File: src/sfr_slice_pkg.sv
// constants, field layouts and carrier types for the bank-0 upper special-register slice
package sfr_slice_pkg;
  localparam int ADDR_W = 9;
  localparam int DATA_W = 8;

  // offsets inside a bank (low seven address bits) and the bank field
  localparam logic [1:0] BANK_ZERO     = 2'h0;
  localparam logic [1:0] BANK_ONE      = 2'h1;
  localparam logic [6:0] OFF_PC_LATCH  = 7'h0A;
  localparam logic [6:0] OFF_IRQ_A     = 7'h0C;
  localparam logic [6:0] OFF_IRQ_B     = 7'h0D;
  localparam logic [6:0] OFF_T1_LOW    = 7'h0E;
  localparam logic [6:0] OFF_T1_HIGH   = 7'h0F;
  localparam logic [6:0] OFF_T1_CTRL   = 7'h10;
  localparam logic [6:0] OFF_T2_COUNT  = 7'h11;
  localparam logic [6:0] OFF_T2_CTRL   = 7'h12;
  localparam logic [6:0] OFF_SSP_BUF   = 7'h13;
  localparam logic [6:0] OFF_SSP_CTRL  = 7'h14;
  localparam logic [6:0] OFF_CC1_LOW   = 7'h15;
  localparam logic [6:0] OFF_CC1_HIGH  = 7'h16;
  localparam logic [6:0] OFF_CC1_CTRL  = 7'h17;
  localparam logic [6:0] OFF_UART_RXS  = 7'h18;
  localparam logic [6:0] OFF_UART_TX   = 7'h19;
  localparam logic [6:0] OFF_UART_RX   = 7'h1A;
  localparam logic [6:0] OFF_CC2_LOW   = 7'h1B;
  localparam logic [6:0] OFF_CC2_HIGH  = 7'h1C;
  localparam logic [6:0] OFF_CC2_CTRL  = 7'h1D;
  localparam logic [6:0] OFF_ADC_RES   = 7'h1E;
  localparam logic [6:0] OFF_ADC_CTRL  = 7'h1F;
  localparam logic [6:0] OFF_PORT_E_DIR = 7'h09;
  localparam logic [6:0] OFF_SSP_ADDR  = 7'h13;

  // implemented-bit masks; clear bits read zero and ignore writes, except the receive-status pair, which splits software from receiver bits
  localparam logic [7:0] MASK_FULL     = 8'hFF;
  localparam logic [7:0] MASK_PC_LATCH = 8'h1F;
  localparam logic [7:0] MASK_IRQ_B    = 8'h01;
  localparam logic [7:0] MASK_T1_CTRL  = 8'hFD;
  localparam logic [7:0] MASK_T2_CTRL  = 8'h7F;
  localparam logic [7:0] MASK_CC_CTRL  = 8'h3F;
  localparam logic [7:0] MASK_ADC_CTRL = 8'h3F;
  localparam logic [7:0] MASK_RXS_SW   = 8'hF8;
  localparam logic [7:0] MASK_RXS_HW   = 8'h07;
  localparam logic [3:0] MASK_DIR_FULL = 4'hF;
  localparam logic [3:0] MASK_DIR_SMALL = 4'h8;

  // field positions
  localparam int T1_ON_BIT     = 0;
  localparam int T2_ON_BIT     = 2;
  localparam int ADC_GO_BIT    = 1;
  localparam int IRQ_T1_BIT    = 0;
  localparam int IRQ_T2_BIT    = 1;
  localparam int IRQ_ADC_BIT   = 6;
  localparam int IRQ_RX_BIT    = 5;
  localparam int IRQ_SSP_BIT   = 3;
  localparam int DIR_INPUT_BIT = 3;
  localparam logic [3:0] SSP_MODE_MASKED = 4'h9;

  // values after reset
  localparam logic [7:0] RST_ZERO      = 8'h00;
  localparam logic [7:0] RST_SSP_MASK  = 8'hFF;
  localparam logic [3:0] RST_PORT_E_DIR = 4'hF;
  localparam logic [4:0] RST_PC_LATCH  = 5'h00;

  typedef struct packed {
    logic [7:0]  t1_ctrl;
    logic [7:0]  t2_ctrl;
    logic [7:0]  ssp_ctrl;
    logic [7:0]  ssp_addr;
    logic [7:0]  ssp_mask;
    logic [7:0]  cc1_ctrl;
    logic [7:0]  cc2_ctrl;
    logic [15:0] cc1_value;
    logic [15:0] cc2_value;
    logic [7:0]  uart_rx_ctrl;
    logic [7:0]  uart_tx_data;
    logic [7:0]  adc_ctrl;
    logic [3:0]  port_e_dir;
  } ctrl_s;

  typedef struct packed {
    logic [7:0] irq_a_set;
    logic       irq_b_set;
    logic       t1_tick;
    logic       t2_tick;
    logic       ssp_rx_valid;
    logic [7:0] ssp_rx_data;
    logic       uart_rx_valid;
    logic [7:0] uart_rx_data;
    logic [2:0] uart_rx_status;
    logic       adc_done;
    logic [7:0] adc_data;
    logic       cc1_capture;
    logic       cc2_capture;
  } periph_s;
endpackage : sfr_slice_pkg

File: src/sfr_bank0_upper_slice.sv
// bank-0 upper special-register slice with common latch and shared serial address
//
// What this block does
// - unimplemented locations and bits read zero; writes to them do nothing
// - pc upper latch holds bits 12:8, copied into counter upper on load
// - common registers decode at the same offset in every bank
// - bits missing on small-package variants read zero; ctrl_o carries them as ones from reset until the first direction write
// - shared serial address: mask only when serial mode is 1001
// - input-only pin direction bit always reads one, writes ignored
// - reset notation: unknown, unchanged, conditional, unimplemented, reserved
// - sixteen-bit timer one count seen as low byte 0Eh, high 0Fh
//
// The strobed register port was decided locally.
`timescale 1ns/100ps
module sfr_bank0_upper_slice
  import sfr_slice_pkg::*;
#(
  parameter bit LARGE_PACKAGE = 1'b1
) (
  input  wire logic              ref_clk_i,
  input  wire logic              srst_i,
  input  wire logic [ADDR_W-1:0] addr_i,
  input  wire logic [DATA_W-1:0] wdata_i,
  input  wire logic              wr_i,
  input  wire logic              rd_i,
  input  wire logic              pc_load_i,
  input  wire periph_s           periph_i,
  output logic [DATA_W-1:0]      rdata_o,
  output logic [4:0]             pc_upper_o,
  output ctrl_s                  ctrl_o,
  output logic                   tx_load_o,
  output logic                   ssp_tx_load_o
);

  // bank-0 hit; used for both write and read decode
  function automatic logic bank0_hit(input logic [ADDR_W-1:0] a, input logic [6:0] off);
    bank0_hit = (a[8:7] == BANK_ZERO) && (a[6:0] == off);
  endfunction : bank0_hit

  function automatic logic bank1_hit(input logic [ADDR_W-1:0] a, input logic [6:0] off);
    bank1_hit = (a[8:7] == BANK_ONE) && (a[6:0] == off);
  endfunction : bank1_hit

  logic [7:0]  irq_a_r;
  logic [7:0]  irq_b_r;
  logic [15:0] t1_cnt_r;
  logic [7:0]  t2_cnt_r;
  logic [7:0]  ssp_buf_r;
  logic [7:0]  uart_rx_r;
  logic [7:0]  adc_res_r;
  logic [4:0]  pc_latch_r;
  logic [4:0]  pc_upper_r;
  logic [7:0]  rdata_r;
  logic        tx_load_r;
  logic        ssp_tx_load_r;
  ctrl_s       ctrl_r;

  logic [7:0]  irq_a_nxt;
  logic [7:0]  irq_b_nxt;
  logic [15:0] t1_cnt_nxt;
  logic [7:0]  t2_cnt_nxt;
  logic [7:0]  ssp_buf_nxt;
  logic [7:0]  uart_rx_nxt;
  logic [7:0]  adc_res_nxt;
  logic [4:0]  pc_latch_nxt;
  logic [7:0]  rdata_nxt;
  ctrl_s       ctrl_nxt;

  // write decode
  // latch decoded in any bank
  wire w_pc_latch = wr_i && (addr_i[6:0] == OFF_PC_LATCH);
  wire w_irq_a    = wr_i && bank0_hit(addr_i, OFF_IRQ_A);
  wire w_irq_b    = wr_i && bank0_hit(addr_i, OFF_IRQ_B);
  wire w_t1_low   = wr_i && bank0_hit(addr_i, OFF_T1_LOW);
  wire w_t1_high  = wr_i && bank0_hit(addr_i, OFF_T1_HIGH);
  wire w_t1_ctrl  = wr_i && bank0_hit(addr_i, OFF_T1_CTRL);
  wire w_t2_count = wr_i && bank0_hit(addr_i, OFF_T2_COUNT);
  wire w_t2_ctrl  = wr_i && bank0_hit(addr_i, OFF_T2_CTRL);
  wire w_ssp_buf  = wr_i && bank0_hit(addr_i, OFF_SSP_BUF);
  wire w_ssp_ctrl = wr_i && bank0_hit(addr_i, OFF_SSP_CTRL);
  wire w_cc1_low  = wr_i && bank0_hit(addr_i, OFF_CC1_LOW);
  wire w_cc1_high = wr_i && bank0_hit(addr_i, OFF_CC1_HIGH);
  wire w_cc1_ctrl = wr_i && bank0_hit(addr_i, OFF_CC1_CTRL);
  wire w_uart_rxs = wr_i && bank0_hit(addr_i, OFF_UART_RXS);
  wire w_uart_tx  = wr_i && bank0_hit(addr_i, OFF_UART_TX);
  wire w_cc2_low  = wr_i && bank0_hit(addr_i, OFF_CC2_LOW);
  wire w_cc2_high = wr_i && bank0_hit(addr_i, OFF_CC2_HIGH);
  wire w_cc2_ctrl = wr_i && bank0_hit(addr_i, OFF_CC2_CTRL);
  wire w_adc_ctrl = wr_i && bank0_hit(addr_i, OFF_ADC_CTRL);
  wire w_port_dir = wr_i && bank1_hit(addr_i, OFF_PORT_E_DIR);

  // mode field picks mask or address
  wire ssp_masked   = (ctrl_r.ssp_ctrl[3:0] == SSP_MODE_MASKED);
  wire w_ssp_shared = wr_i && bank1_hit(addr_i, OFF_SSP_ADDR);
  wire w_ssp_mask   = w_ssp_shared && ssp_masked;
  wire w_ssp_addr   = w_ssp_shared && !ssp_masked;

  // small package drops low direction bits
  wire [3:0] dir_mask = LARGE_PACKAGE ? MASK_DIR_FULL : MASK_DIR_SMALL;

  // timer one increment, overflow raises its flag
  wire        t1_run   = periph_i.t1_tick && ctrl_r.t1_ctrl[T1_ON_BIT];
  wire [16:0] t1_sum   = {1'b0, t1_cnt_r} + 17'h00001;
  wire        t1_wrap  = t1_run && t1_sum[16];
  wire        t2_run   = periph_i.t2_tick && ctrl_r.t2_ctrl[T2_ON_BIT];
  wire        t2_wrap  = t2_run && (t2_cnt_r == 8'hFF);

  wire [7:0] hw_irq_a = periph_i.irq_a_set
                      | ({7'h00, t1_wrap} << IRQ_T1_BIT)
                      | ({7'h00, t2_wrap} << IRQ_T2_BIT)
                      | ({7'h00, periph_i.adc_done} << IRQ_ADC_BIT)
                      | ({7'h00, periph_i.uart_rx_valid} << IRQ_RX_BIT)
                      | ({7'h00, periph_i.ssp_rx_valid} << IRQ_SSP_BIT);

  always_comb begin
    // hardware set is ored after the software write so a same-cycle event survives
    irq_a_nxt = (w_irq_a ? wdata_i : irq_a_r) | hw_irq_a;
    irq_b_nxt = ((w_irq_b ? wdata_i : irq_b_r) | {7'h00, periph_i.irq_b_set}) & MASK_IRQ_B;
  end

  // byte writes load the count halves
  always_comb begin
    t1_cnt_nxt = t1_run ? t1_sum[15:0] : t1_cnt_r;
    if (w_t1_low) begin
      t1_cnt_nxt[7:0] = wdata_i;
    end
    if (w_t1_high) begin
      t1_cnt_nxt[15:8] = wdata_i;
    end
  end

  always_comb begin
    if (w_t2_count) begin
      t2_cnt_nxt = wdata_i;
    end else if (t2_run) begin
      t2_cnt_nxt = t2_cnt_r + 8'h01;
    end else begin
      t2_cnt_nxt = t2_cnt_r;
    end
  end

  // received serial byte overrides a same-cycle software write to the buffer
  always_comb begin
    if (periph_i.ssp_rx_valid) begin
      ssp_buf_nxt = periph_i.ssp_rx_data;
    end else if (w_ssp_buf) begin
      ssp_buf_nxt = wdata_i;
    end else begin
      ssp_buf_nxt = ssp_buf_r;
    end
  end

  always_comb begin
    uart_rx_nxt = periph_i.uart_rx_valid ? periph_i.uart_rx_data : uart_rx_r;
    adc_res_nxt = periph_i.adc_done ? periph_i.adc_data : adc_res_r;
  end

  // only the low five bits of the latch exist
  always_comb begin
    pc_latch_nxt = w_pc_latch ? wdata_i[4:0] : pc_latch_r;
  end

  always_comb begin
    ctrl_nxt = ctrl_r;
    // control registers store on decoded write
    if (w_t1_ctrl) begin
      ctrl_nxt.t1_ctrl = wdata_i & MASK_T1_CTRL;
    end
    if (w_t2_ctrl) begin
      ctrl_nxt.t2_ctrl = wdata_i & MASK_T2_CTRL;
    end
    if (w_ssp_ctrl) begin
      ctrl_nxt.ssp_ctrl = wdata_i;
    end
    if (w_ssp_addr) begin
      ctrl_nxt.ssp_addr = wdata_i;
    end
    if (w_ssp_mask) begin
      ctrl_nxt.ssp_mask = wdata_i;
    end
    if (w_cc1_ctrl) begin
      ctrl_nxt.cc1_ctrl = wdata_i & MASK_CC_CTRL;
    end
    if (w_cc2_ctrl) begin
      ctrl_nxt.cc2_ctrl = wdata_i & MASK_CC_CTRL;
    end
    // capture takes the whole timer count; a software byte write wins
    if (periph_i.cc1_capture) begin
      ctrl_nxt.cc1_value = t1_cnt_r;
    end
    if (w_cc1_low) begin
      ctrl_nxt.cc1_value[7:0] = wdata_i;
    end
    if (w_cc1_high) begin
      ctrl_nxt.cc1_value[15:8] = wdata_i;
    end
    if (periph_i.cc2_capture) begin
      ctrl_nxt.cc2_value = t1_cnt_r;
    end
    if (w_cc2_low) begin
      ctrl_nxt.cc2_value[7:0] = wdata_i;
    end
    if (w_cc2_high) begin
      ctrl_nxt.cc2_value[15:8] = wdata_i;
    end
    // low status bits belong to the receiver, not to software
    if (w_uart_rxs) begin
      ctrl_nxt.uart_rx_ctrl[7:3] = wdata_i[7:3];
    end
    if (periph_i.uart_rx_valid) begin
      ctrl_nxt.uart_rx_ctrl[2:0] = periph_i.uart_rx_status;
    end
    if (w_uart_tx) begin
      ctrl_nxt.uart_tx_data = wdata_i;
    end
    // conversion end drops go unless software rewrites it in the same cycle
    if (periph_i.adc_done) begin
      ctrl_nxt.adc_ctrl[ADC_GO_BIT] = 1'b0;
    end
    if (w_adc_ctrl) begin
      ctrl_nxt.adc_ctrl = wdata_i & MASK_ADC_CTRL;
    end
    if (w_port_dir) begin
      ctrl_nxt.port_e_dir = (wdata_i[3:0] & dir_mask) | MASK_DIR_SMALL;
    end
  end

  // read selection
  always_comb begin
    rdata_nxt = RST_ZERO;
    if (addr_i[6:0] == OFF_PC_LATCH) begin
      rdata_nxt = {3'h0, pc_latch_r};
    end else if (bank0_hit(addr_i, OFF_IRQ_A)) begin
      rdata_nxt = irq_a_r;
    end else if (bank0_hit(addr_i, OFF_IRQ_B)) begin
      rdata_nxt = irq_b_r & MASK_IRQ_B;
    end else if (bank0_hit(addr_i, OFF_T1_LOW)) begin
      rdata_nxt = t1_cnt_r[7:0];
    end else if (bank0_hit(addr_i, OFF_T1_HIGH)) begin
      rdata_nxt = t1_cnt_r[15:8];
    end else if (bank0_hit(addr_i, OFF_T1_CTRL)) begin
      rdata_nxt = ctrl_r.t1_ctrl & MASK_T1_CTRL;
    end else if (bank0_hit(addr_i, OFF_T2_COUNT)) begin
      rdata_nxt = t2_cnt_r;
    end else if (bank0_hit(addr_i, OFF_T2_CTRL)) begin
      rdata_nxt = ctrl_r.t2_ctrl & MASK_T2_CTRL;
    end else if (bank0_hit(addr_i, OFF_SSP_BUF)) begin
      rdata_nxt = ssp_buf_r;
    end else if (bank0_hit(addr_i, OFF_SSP_CTRL)) begin
      rdata_nxt = ctrl_r.ssp_ctrl;
    end else if (bank0_hit(addr_i, OFF_CC1_LOW)) begin
      rdata_nxt = ctrl_r.cc1_value[7:0];
    end else if (bank0_hit(addr_i, OFF_CC1_HIGH)) begin
      rdata_nxt = ctrl_r.cc1_value[15:8];
    end else if (bank0_hit(addr_i, OFF_CC1_CTRL)) begin
      rdata_nxt = ctrl_r.cc1_ctrl & MASK_CC_CTRL;
    end else if (bank0_hit(addr_i, OFF_UART_RXS)) begin
      rdata_nxt = ctrl_r.uart_rx_ctrl;
    end else if (bank0_hit(addr_i, OFF_UART_TX)) begin
      rdata_nxt = ctrl_r.uart_tx_data;
    end else if (bank0_hit(addr_i, OFF_UART_RX)) begin
      rdata_nxt = uart_rx_r;
    end else if (bank0_hit(addr_i, OFF_CC2_LOW)) begin
      rdata_nxt = ctrl_r.cc2_value[7:0];
    end else if (bank0_hit(addr_i, OFF_CC2_HIGH)) begin
      rdata_nxt = ctrl_r.cc2_value[15:8];
    end else if (bank0_hit(addr_i, OFF_CC2_CTRL)) begin
      rdata_nxt = ctrl_r.cc2_ctrl & MASK_CC_CTRL;
    end else if (bank0_hit(addr_i, OFF_ADC_RES)) begin
      rdata_nxt = adc_res_r;
    end else if (bank0_hit(addr_i, OFF_ADC_CTRL)) begin
      rdata_nxt = ctrl_r.adc_ctrl & MASK_ADC_CTRL;
    end else if (bank1_hit(addr_i, OFF_PORT_E_DIR)) begin
      rdata_nxt = {4'h0, (ctrl_r.port_e_dir & dir_mask) | MASK_DIR_SMALL};
    end else if (bank1_hit(addr_i, OFF_SSP_ADDR)) begin
      rdata_nxt = ssp_masked ? ctrl_r.ssp_mask : ctrl_r.ssp_addr;
    end
  end

  // unknown-at-reset registers still get zero so control is defined
  always_ff @(posedge ref_clk_i) begin
    if (srst_i) begin
      irq_a_r   <= RST_ZERO;
      irq_b_r   <= RST_ZERO;
      t1_cnt_r  <= {RST_ZERO, RST_ZERO};
      t2_cnt_r  <= RST_ZERO;
      ssp_buf_r <= RST_ZERO;
      uart_rx_r <= RST_ZERO;
      adc_res_r <= RST_ZERO;
    end else begin
      irq_a_r   <= irq_a_nxt;
      irq_b_r   <= irq_b_nxt;
      t1_cnt_r  <= t1_cnt_nxt;
      t2_cnt_r  <= t2_cnt_nxt;
      ssp_buf_r <= ssp_buf_nxt;
      uart_rx_r <= uart_rx_nxt;
      adc_res_r <= adc_res_nxt;
    end
  end

  always_ff @(posedge ref_clk_i) begin
    if (srst_i) begin
      ctrl_r            <= '0;
      ctrl_r.ssp_mask   <= RST_SSP_MASK;
      ctrl_r.port_e_dir <= RST_PORT_E_DIR;
    end else begin
      ctrl_r <= ctrl_nxt;
    end
  end

  // counter upper copied from latch on load
  always_ff @(posedge ref_clk_i) begin
    if (srst_i) begin
      pc_latch_r <= RST_PC_LATCH;
      pc_upper_r <= RST_PC_LATCH;
    end else begin
      pc_latch_r <= pc_latch_nxt;
      if (pc_load_i) begin
        pc_upper_r <= pc_latch_r;
      end
    end
  end

  // read data registered: valid only the cycle after the strobe
  always_ff @(posedge ref_clk_i) begin
    if (srst_i) begin
      rdata_r       <= RST_ZERO;
      tx_load_r     <= 1'b0;
      ssp_tx_load_r <= 1'b0;
    end else begin
      rdata_r       <= rd_i ? rdata_nxt : RST_ZERO;
      tx_load_r     <= w_uart_tx;
      ssp_tx_load_r <= w_ssp_buf;
    end
  end

  assign rdata_o       = rdata_r;
  assign pc_upper_o    = pc_upper_r;
  assign ctrl_o        = ctrl_r;
  assign tx_load_o     = tx_load_r;
  assign ssp_tx_load_o = ssp_tx_load_r;

  wire rd_gap = rd_i && (addr_i[8:7] == BANK_ZERO) && (addr_i[6:0] > OFF_PC_LATCH)
              && (addr_i[6:0] < OFF_IRQ_A);
endmodule : sfr_bank0_upper_slice

File: config.mk
export PLATFORM = sky130hd
export DESIGN_NAME = sfr_bank0_upper_slice
export DESIGN_NICKNAME = d
export VERILOG_FILES = /design/src/sfr_slice_pkg.sv /design/src/sfr_bank0_upper_slice.sv
export SDC_FILE = /design/constraint.sdc
export NUM_CORES = 1
export LEC_CHECK = 0
export BUFFER_PORTS_ARGS = -buffer_cell sky130_fd_sc_hd__buf_2
export CAP_MARGIN = 40
export CORE_MARGIN = 3
export CORE_UTILIZATION = 60
export DETAILED_ROUTE_END_ITERATION = 8
export PLACE_DENSITY = 0.93
export SLEW_MARGIN = 30
export SYNTH_ARGS = -nofsm -noshare
export SYNTH_HDL_FRONTEND = slang
export SYNTH_SLANG_ARGS = --single-unit
File: constraint.sdc
create_clock -name ref_clk_i -period 3.5 [get_ports ref_clk_i]
set_clock_uncertainty 0.1 [all_clocks]
set_input_delay 0.35 -clock ref_clk_i [delete_from_list [all_inputs] [get_ports ref_clk_i]]
set_output_delay 0.35 -clock ref_clk_i [all_outputs]
set_load 0.01 [all_outputs]
**Word level (Yosys, flattened, before mapping)**

Cells that the tools add are included.

- $add $sub $neg: 2
- Reductions and logical operators: 62
- Bitwise operators: 8
- Mux-type cells: 41
- Equality and inequality tests: 25

Operators with widths:

| kind | count |
|---|---|
| 2-to-1 mux 8 bit | 34 |
| == test 7 x 5 -> 1 bit (second input constant) | 16 |
| logical AND 1 bit | 49 |
| 2-to-1 mux 16 bit | 3 |
| == test 7 x 4 -> 1 bit (second input constant) | 6 |
| nonzero test 2 bit | 9 |
| adder 16 x 1 -> 17 bit (second input constant) | 1 |
| adder 8 x 1 -> 8 bit (second input constant) | 1 |
| == test 8 bit (second input constant) | 1 |
| OR 8 x 1 -> 8 bit | 1 |
| OR 8 x 2 -> 8 bit | 1 |
| OR 8 x 4 -> 8 bit | 1 |
| OR 8 x 6 -> 8 bit | 1 |
| OR 8 x 7 -> 8 bit | 1 |
| OR 8 bit | 1 |
| 2-to-1 mux 5 bit | 1 |
| == test 4 bit (second input constant) | 1 |
| OR reduction 3 bit | 1 |
| == test 2 x 1 -> 1 bit (second input constant) | 1 |
| logical NOT 2 bit | 1 |
| 2-to-1 mux 1 bit | 2 |
| 2-to-1 mux 2 bit | 1 |
| OR reduction 2 bit | 1 |
| logical NOT 1 bit | 1 |
| other kinds (2) | 2 |

- Output and inout bits: 131
- Flip-flop bits (word level): 184
- Input port bits: 65

**Depth between registers and ports, before layout**

Gate-level depths: netlist of the first run.

- Word-level depth: 25
- Gate-level depth with buffers: 11

**Worst setup path before layout of the first run**

No wires, ideal clock.

- Kind: input -> register
- Start: in addr_i[7]
- End: reg ssp_buf_r[0]
- Data required time: 3.272 ns
- Data arrival time: 1.755 ns
- Library setup time: 0.128 ns
- Path buffers: 1
- Path slack: 1.517 ns
- Stages on the path: 8
- Cells stage by stage: nor2_2 > nand4b_4 > nor2_4 > and3_1 > buf_4 > mux2_1 > mux2i_1 > nor2_1

- Cells in the longest elaborated chain, start to end: 4

Ends and longest elaborated chain:

| what | line | text |
|---|---|---|
| start: declaration | sfr_bank0_upper_slice.sv:22 | `input wire logic [ADDR_W-1:0] addr_i,` |
| logical NOT 2 bit | -- |  |
| logical AND 1 bit | sfr_bank0_upper_slice.sv:37 | `bank0_hit = (a[8:7] == BANK_ZERO) && (a[6:0] == off);` |
| logical AND 1 bit | sfr_bank0_upper_slice.sv:79 | `wire w_ssp_buf = wr_i && bank0_hit(addr_i, OFF_SSP_BUF);` |
| nonzero test 2 bit (no source line) | -- |  |
| end signal: assignment | sfr_bank0_upper_slice.sv:295 | `ssp_buf_r <= ssp_buf_nxt;` |
| end: declaration | sfr_bank0_upper_slice.sv:48 | `logic [7:0] ssp_buf_r;` |

No other way between the ends.
A chain may end at the register's enable or synchronous reset.

**Worst setup path in the final report of the first run**

- Start: reg ctrl_r (netlist bit ctrl_o[95])
- End: reg rdata_r[2], in the netlist rdata_o[2]

- Cells in the longest elaborated chain, start to end: 25

Ends and longest elaborated chain:

| what | line | text |
|---|---|---|
| start: declaration | sfr_bank0_upper_slice.sv:56 | `ctrl_s ctrl_r;` |
| start signal: assignment | sfr_bank0_upper_slice.sv:307 | `ctrl_r <= ctrl_nxt;` |
| == test 4 bit | sfr_bank0_upper_slice.sv:93 | `wire ssp_masked = (ctrl_r.ssp_ctrl[3:0] == SSP_MODE_MASKED);` |
| 2-to-1 mux 8 bit | sfr_bank0_upper_slice.sv:276 | `rdata_nxt = ssp_masked ? ctrl_r.ssp_mask : ctrl_r.ssp_addr;` |
| 2-to-1 mux 8 bit | sfr_bank0_upper_slice.sv:275 | `end else if (bank1_hit(addr_i, OFF_SSP_ADDR)) begin` |
| 2-to-1 mux 8 bit | sfr_bank0_upper_slice.sv:273 | `end else if (bank1_hit(addr_i, OFF_PORT_E_DIR)) begin` |
| 2-to-1 mux 8 bit | sfr_bank0_upper_slice.sv:271 | `end else if (bank0_hit(addr_i, OFF_ADC_CTRL)) begin` |
| 2-to-1 mux 8 bit | sfr_bank0_upper_slice.sv:269 | `end else if (bank0_hit(addr_i, OFF_ADC_RES)) begin` |
| 2-to-1 mux 8 bit | sfr_bank0_upper_slice.sv:267 | `end else if (bank0_hit(addr_i, OFF_CC2_CTRL)) begin` |
| 2-to-1 mux 8 bit | sfr_bank0_upper_slice.sv:265 | `end else if (bank0_hit(addr_i, OFF_CC2_HIGH)) begin` |
| [9 not listed] | -- |  |
| 2-to-1 mux 8 bit | sfr_bank0_upper_slice.sv:245 | `end else if (bank0_hit(addr_i, OFF_T2_CTRL)) begin` |
| 2-to-1 mux 8 bit | sfr_bank0_upper_slice.sv:243 | `end else if (bank0_hit(addr_i, OFF_T2_COUNT)) begin` |
| 2-to-1 mux 8 bit | sfr_bank0_upper_slice.sv:241 | `end else if (bank0_hit(addr_i, OFF_T1_CTRL)) begin` |
| 2-to-1 mux 8 bit | sfr_bank0_upper_slice.sv:239 | `end else if (bank0_hit(addr_i, OFF_T1_HIGH)) begin` |
| 2-to-1 mux 8 bit | sfr_bank0_upper_slice.sv:237 | `end else if (bank0_hit(addr_i, OFF_T1_LOW)) begin` |
| 2-to-1 mux 8 bit | sfr_bank0_upper_slice.sv:235 | `end else if (bank0_hit(addr_i, OFF_IRQ_B)) begin` |
| 2-to-1 mux 8 bit | sfr_bank0_upper_slice.sv:233 | `end else if (bank0_hit(addr_i, OFF_IRQ_A)) begin` |
| 2-to-1 mux 5 bit | sfr_bank0_upper_slice.sv:231 | `if (addr_i[6:0] == OFF_PC_LATCH) begin` |
| end signal: assignment | sfr_bank0_upper_slice.sv:331 | `rdata_r <= rd_i ? rdata_nxt : RST_ZERO;` |
| end: declaration | sfr_bank0_upper_slice.sv:53 | `logic [7:0] rdata_r;` |

No other way between the ends.

==> impl_metrics.ini, run 1 <==
[power_and_ir_drop]
vdd_ir_drop_max_v = 0.0005088
power_density_nw_per_um2 = 410.1
p_leak_nw = 4.889

[placed_design]
port_buffers = 186
dp_hpwl_um = 26140
gp_congestion = 1.027
dpl-instance-area_um2 = 10660

[cells_and_area]
stdcell_area_um2 = 11300
layout.area.seq_um2 = 3684
fin_nets = 1354
syn_to_final_growth_pct = 16.85
drive_above_1_share_pct = 22.00
n_fill_cell = 1142
multi_input_area_um2 = 5479
diodes = 0

[logic_synthesis]
synth_top_cell_by_area = dfxtp_1
yosysTopAreaCellShare_pct = 38.10
synth_edf_count = 0
yosysSeqAreaShare_pct = 38.10
synth_area_um2 = 9668
synth-warning-count = 0
synthCells = 1152
avgSynthCellArea_um2 = 8.392
async_reset_ff_share_pct = 0
synth.area.top_cells = dfxtp_1 (38%), mux2i_1 (13%), nor2_1 (7.2%), a211oi_1 (4.6%), nand2_1 (3.7%)
synth_seq_cells = 184
synth_cell_types = 69
synthFlopType = dfxtp_1

[floorplan]
io_pins = 196
fp.dieH_um = 132.9
core_um2 = 15480
fp.dieArea_um2 = 17670
dieWidth_um = 132.9
row_count = 45
start_util_pct = 62.44

[drt]
dr.first_iter.drc_count = 1662
drt-total-wl_um = 37300
dr.pass1.iters = 5
num_vias = 9989
drc_errors = 0
wire_per_inst_um = 24.69
ant_nets = 0
vias_per_cell = 6.611

[critical_path]
r2r_setup_slack_ns = 0.75
cp-start-kind = flop
r2r_cells = 8
r2r_start = ctrl_o[95]
endpoint_kind = flop
rr_endpoint = rdata_o[2]
critPathMaxFanout = 12
crit_type = reg -> reg
arrival_ns = 2.96
worstPathRequired_ns = 3.71

[clock_tree]
cts_root_buffer = clkbuf_16
postCtsSetupRepairBufs = 0
clk_path_buf_depth = 2
cts_hold_buf = 0
path_clk_slew_ns = 0.07
cts_tree = done
clk-insertion-delay-late_ns = 0.44
htree_num_levels = 4
cts.sinks = 184
cts_resized = 0
cts_made_buffers = 17

[sta]
fin_crit_ns = 2.745
slew_violations = 0
tightest_slew_ns = 0.8951
post-route-period-util_pct = 78.43
grt_setup_unrepaired = false
fmax_ghz = 0.3643
setup_viol = 0
finalSetupTns_ns = 0
slew_headroom_pct = 40.33
whs_ns = 0.04178
final-hold-violation-count = 0

[min_path]
min_delay_path_depth = 3
min_path_type = in -> reg
whs_endpoint = ssp_buf_r[3]
min-delay-start = periph_i[26]

[global_routing]
grt_use_total_pct = 40.90
antenna_found_initial = 0
first_global_vias = 9198
grt_pass1_wl_um = 55950
grt-ovfl-total = 0
grt_max_degree = 178

[job]
cap_violations = 0

[status]
status = finished clean
## kinds of logic after synthesis
group | share of synthesized area, %
other cells | 0.07768
compound gates | 18.08
xor+xnor | 1.902
flops | 38.10
buf+inv | 5.655
simple gates | 19.63
fa+ha+maj | 0.2588
mux | 16.29
## flip-flops by register name, summed over array words and instances (netlist names)
name	flops
ctrl_o	107
t1_cnt_r	16
adc_res_r	8
irq_a_r	8
rdata_o	8
ssp_buf_r	8
t2_cnt_r	8
uart_rx_r	8
pc_latch_r	5
pc_upper_o	5
irq_b_r	1
ssp_tx_load_o	1
tx_load_o	1
## layer usage
metal	global-route usage (%)	wire, um	up-vias
met5	0	0	-
met4	17.44	1727	0
met3	8.023	4236	137
met2	64.98	16940	736
met1	54.40	14400	4733
li1	-	-	4383
## synthesized netlist by cell type (6+ instances only)
cell / count
nor2b_1: 9
inv_1: 16
buf_2: 23
and3_1: 13
clkbuf_1: 59
nor2_1: 186
o21ai_1: 8
a32oi_1: 6
dfxtp_1: 184
a21oi_1: 61
o22ai_1: 14
o211ai_1: 6
mux2_2: 9
buf_1: 11
nand4_1: 7
a211o_1: 12
nand2_1: 96
nand3_1: 43
a21o_1: 6
o21ai_0: 37
xor2_1: 16
a31oi_1: 16
mux2i_1: 127
a211oi_1: 59
buf_4: 14
mux2_1: 8
nor3_1: 12
## stage by stage
stage	worst slack [ns]	util, %	cells	power [mW]
after global routing	0.6399	72.96	1511	4.713
after CTS	0.8794	72.96	1511	4.611
after global placement	0.8468	68.86	1479	2.564
after detailed placement	0.7580	68.86	1479	2.570
after floorplan	1.517	-	1159	2.431
final	0.7549	72.96	1511	4.633
## cell usage in the layout, fill, tap and decap left out, types with 4 or more instances in the layout
cell type,count
o22ai_1,14
a22oi_1,4
inv_1,16
and3_1,13
nand4_1,7
a211oi_1,59
o221ai_1,5
nor3_1,12
clkinvlp_4,4
conb_1,9
nand3_1,43
buf_2,185
nor2b_1,9
a21o_1,6
clkbuf_16,17
nand2b_1,5
o21ai_0,37
o32ai_1,5
mux2_1,8
a221oi_1,4
nor2_1,186
buf_4,30
mux4_2,5
o21ai_1,8
a32oi_1,6
mux2_2,9
mux2i_1,127
inv_8,4
xnor2_1,5
a211o_1,12
a311oi_1,5
o211ai_1,6
dfxtp_1,184
a31oi_1,16
nor2_2,4
xor2_1,16
a21oi_1,61
nand2_1,96
## final cells by class
cell class,instances,share of cell area (%)
well taps,211,2.337
clock buffers,19,4.009
inverters,17,0.5648
multi-input cells,851,48.50
clock inverters,13,1.617
repair buffers,216,10.37
flip-flops and latches,184,32.61
## worst max path at each step
stage / startpoint / end / slack (ns) / cells past startpoint
after floorplan: addr_i[7] / ssp_buf_r[0] / 1.52 / 8
after global placement: addr_i[0] / rdata_o[4] / 0.85 / 8
after detailed placement: addr_i[3] / rdata_o[6] / 0.76 / 9
after CTS: ctrl_o[95] / rdata_o[2] / 0.88 / 8
after global routing: ctrl_o[95] / rdata_o[4] / 0.64 / 8
final: ctrl_o[95] / rdata_o[2] / 0.75 / 8
## critical path, cell delays in order, from the launching register on
cell	delay, ns
dfxtp_1	0.43
nor4bb_4	0.52
buf_4	0.30
mux2i_1	0.32
o21ai_0	0.14
a222oi_1	0.47
a221oi_2	0.06
nor3_1	0.17
nor3_1	0.11
## where the power goes
group          leakage, nW  total, mW  switching (mW)  internal, mW
clock network        0.300       2.09           0.904          1.19
registers             1.49       2.14          0.0232          2.12
logic                 3.10      0.399           0.273         0.126
total                 4.89       4.63            1.20          3.43
Power figures use the tool's default switching activity.
==> run 2, diff against run 1 <==
--- a/config.mk
+++ b/config.mk
@@ -5,12 +5,13 @@
 export SDC_FILE = /design/constraint.sdc
 export NUM_CORES = 1
 export LEC_CHECK = 0
+export ABC_AREA = 1
 export BUFFER_PORTS_ARGS = -buffer_cell sky130_fd_sc_hd__buf_2
 export CAP_MARGIN = 40
 export CORE_MARGIN = 3
-export CORE_UTILIZATION = 60
+export CORE_UTILIZATION = 55
 export DETAILED_ROUTE_END_ITERATION = 8
-export PLACE_DENSITY = 0.93
+export PLACE_DENSITY = 0.87
 export SLEW_MARGIN = 30
 export SYNTH_ARGS = -nofsm -noshare
 export SYNTH_HDL_FRONTEND = slang
==> constraint.sdc (replaced) <==
create_clock -name ref_clk_i -period 2.56 [get_ports ref_clk_i]
set_clock_uncertainty 0.1 [all_clocks]
set_input_delay 0.256 -clock ref_clk_i [delete_from_list [all_inputs] [get_ports ref_clk_i]]
set_output_delay 0.256 -clock ref_clk_i [all_outputs]
set_load 0.01 [all_outputs]
==> impl_metrics.ini, run 2 <==
[critical_path]
r2r_setup_slack_ns = 0.06
r2r_cells = 20
arrival_ns = 2.74
r2r_start = ctrl_o[92]
cp-start-kind = flop
rr_endpoint = rdata_o[2]
endpoint_kind = flop
worstPathRequired_ns = 2.80
critPathMaxFanout = 4
crit_type = reg -> reg

[cells_and_area]
fin_nets = 1635
syn_to_final_growth_pct = 23.46
n_fill_cell = 1399
largest_reg_flops = 107
final_cells = 1797
stdcell_area_um2 = 11340
drive_above_1_share_pct = 20.87
layout.area.seq_um2 = 3689
multi_input_area_um2 = 4636
final_cell_mix = nand2_1 (294), buf_2 (186), dfxtp_1 (182), inv_1 (150), o21ai_0 (134)
final_common_cell = nand2_1
diodes = 0

[min_path]
whs_endpoint = irq_a_r[1]
min_path_type = in -> reg
min_delay_path_depth = 5
min-delay-start = periph_i[36]

[logic_synthesis]
synth_compound_area_share_pct = 21.45
synthFlopType = dfxtp_1
synth_edf_count = 0
synth_top_cell_by_area = dfxtp_1
synth_cell_types = 42
synth_top_family_by_area = simple AND/OR/NAND/NOR gates
synth-warning-count = 0
synthTopCellsByCount = nand2_1 (297), dfxtp_1 (184), inv_1 (152)
yosysTopAreaCellShare_pct = 40.10
synth_seq_cells = 184
synthSimpleGateAreaFrac_pct = 26.62
yosysMostFrequentCell = nand2_1
avgSynthCellArea_um2 = 6.809
synth-xor-area-share_pct = 1.526
synth.area.top_cells = dfxtp_1 (40%), nand2_1 (12%), o21ai_0 (7.3%), a21oi_1 (7.2%), inv_1 (6.2%)
yosysSeqAreaShare_pct = 40.10
async_reset_ff_share_pct = 0
synthCells = 1349
synthAdderAreaFrac_pct = 0.2724
synth_area_um2 = 9185
synthMuxAreaShare_pct = 0

[sta]
whs_ns = 0.003351
fmax_ghz = 0.3999
post-route-period-util_pct = 97.68
slew_headroom_pct = 41.33
tightest_slew_ns = 0.8800
fin_crit_ns = 2.501
slew_violations = 0
setup_viol = 0
final-hold-violation-count = 0
setup_ws_ns = 0.05942

[power_and_ir_drop]
p_int_mw = 4.514
switching_share_pct = 26.52
vdd_ir_drop_max_v = 0.0005244
power.switching_mw = 1.629
p_total_mw = 6.143
power_frac_clock_pct = 44.7
power_density_nw_per_um2 = 541.7
comb_power_share_pct = 7.5
seqPwrFrac_pct = 47.7
p_leak_nw = 5.023

[drt]
dr.first_iter.drc_count = 1657
drc_errors = 0
wl_met2_um = 16020
top_layer = met4
wl_met1_um = 14750
num_vias = 10778
vias_per_cell = 5.998
drt-total-wl_um = 37210
wl_met3_um = 4680
ant_nets = 0
wire_per_inst_um = 20.71
dr.pass1.iters = 6

[clock_tree]
cts_root_buffer = clkbuf_16
clk_path_buf_depth = 2
cts.sinks = 184
cts_made_buffers = 17
path_clk_slew_ns = 0.07
cts_tree = done
clk-insertion-delay-late_ns = 0.45
htree_num_levels = 4

[global_routing]
grt_max_degree = 73
antenna_found_initial = 0
grt_pass1_wl_um = 54940
first_global_vias = 9501
grt_use_total_pct = 39.45
grt-ovfl-total = 0

[placed_design]
gp_congestion = 1.079
dp_hpwl_um = 26820
pre_cts_ws_ns = -0.04730
place_inst = 1742
port_buffers = 186
dpl-instance-area_um2 = 10480

[floorplan]
start_util_pct = 57.00
row_count = 46
core_um2 = 16120
fp.dieH_um = 135.2
fp.dieArea_um2 = 18290
io_pins = 196
dieWidth_um = 135.2

[job]
cap_violations = 0

[status]
status = finished clean
[run 2: cell count changes after synthesis, moves of 50 or more]
cell | previous run | this run
mux2i_1 | 127 | 0
a211oi_1 | 59 | 9
nor2_1 | 186 | 104
a21oi_1 | 61 | 132
nand2_1 | 96 | 297
o21ai_0 | 37 | 134
inv_1 | 16 | 152
[run 2: per-layer routing]
layer,vias to the layer above,global-route usage [%]
met5,-,0
met4,0,17.36
met3,156,8.618
met2,845,59.40
met1,4875,54.52
li1,4902,-
[run 2: cell families after synthesis]
kind of cell | after synthesis
adder cells (fa/ha/maj) | 2
AND/OR/NAND/NOR | 558
other | 2
AO/OA/AOI/OAI | 356
XOR/XNOR | 16
flip-flops | 184
buffers and inverters | 231
[run 2: worst max-delay path, cell delays in order, from the launching register on]
cell	delay (ns)
dfxtp_1	0.38
nand2_2	0.09
inv_2	0.09
nand2_2	0.09
buf_4	0.16
nand2_1	0.05
nand2_1	0.07
nand2_1	0.08
nand3_1	0.07
nor2_1	0.10
nand3_1	0.13
o21bai_1	0.16
nand3_1	0.13
nand2_1	0.10
nand4_1	0.10
nand2_2	0.11
nand3_1	0.07
nand2_1	0.06
nand2_1	0.06
nand2_2	0.11
a21oi_1	0.08
[run 2: what timing repair did]
action | in CTS | in global routing
pin swaps | 1 | 5
buffers inserted | 2 | 2
resized for setup | 2 | 10
endpoints found under the setup margin | 1 | 7
hold buffers | 19 | 0
endpoints found under the hold margin | 19 | 0
[run 2: how the worst max path moves through the flow]
stage	start	endpoint	slack, ns	cells after the start
final	ctrl_o[92]	rdata_o[2]	0.06	20
after global routing	ctrl_o[92]	rdata_o[2]	-0.01	20
after CTS	ctrl_o[95]	rdata_o[2]	0.03	21
after detailed placement	ctrl_o[94]	rdata_o[2]	-0.05	20
after global placement	ctrl_o[94]	rdata_o[2]	-0.11	20
after floorplan	ctrl_o[93]	rdata_o[1]	0.56	19
[run 2: power by group through the flow]
stage / registers, mW / clock network [mW] / logic, mW
2_1_floorplan: 2.99 / 0 / 0.233
3_3_place_gp: 3.00 / 0 / 0.408
3_5_place_dp: 3.00 / 0 / 0.413
4_1_cts: 2.93 / 2.73 / 0.441
5_1_grt: 2.93 / 2.85 / 0.490
6_report: 2.93 / 2.75 / 0.462
[run 2: through the flow]
stage	TNS, ns	utilization, %
3_5_place_dp	-0.04730	65.05
4_1_cts	0	70.11
5_1_grt	-0.01496	70.36
3_3_place_gp	-0.1680	65.05
6_report	0	70.36
2_1_floorplan	0	-
[run 2: cell type report]
| class | count | area share [%] |
|---|---|---|
| Multi-Input combinational cell | 941 | 40.88 |
| Inverter | 168 | 5.561 |
| Tap cell | 216 | 2.383 |
| Clock inverter | 15 | 1.600 |
| Timing Repair Buffer | 256 | 13.30 |
| Sequential cell | 184 | 32.53 |
| Clock buffer | 17 | 3.752 |
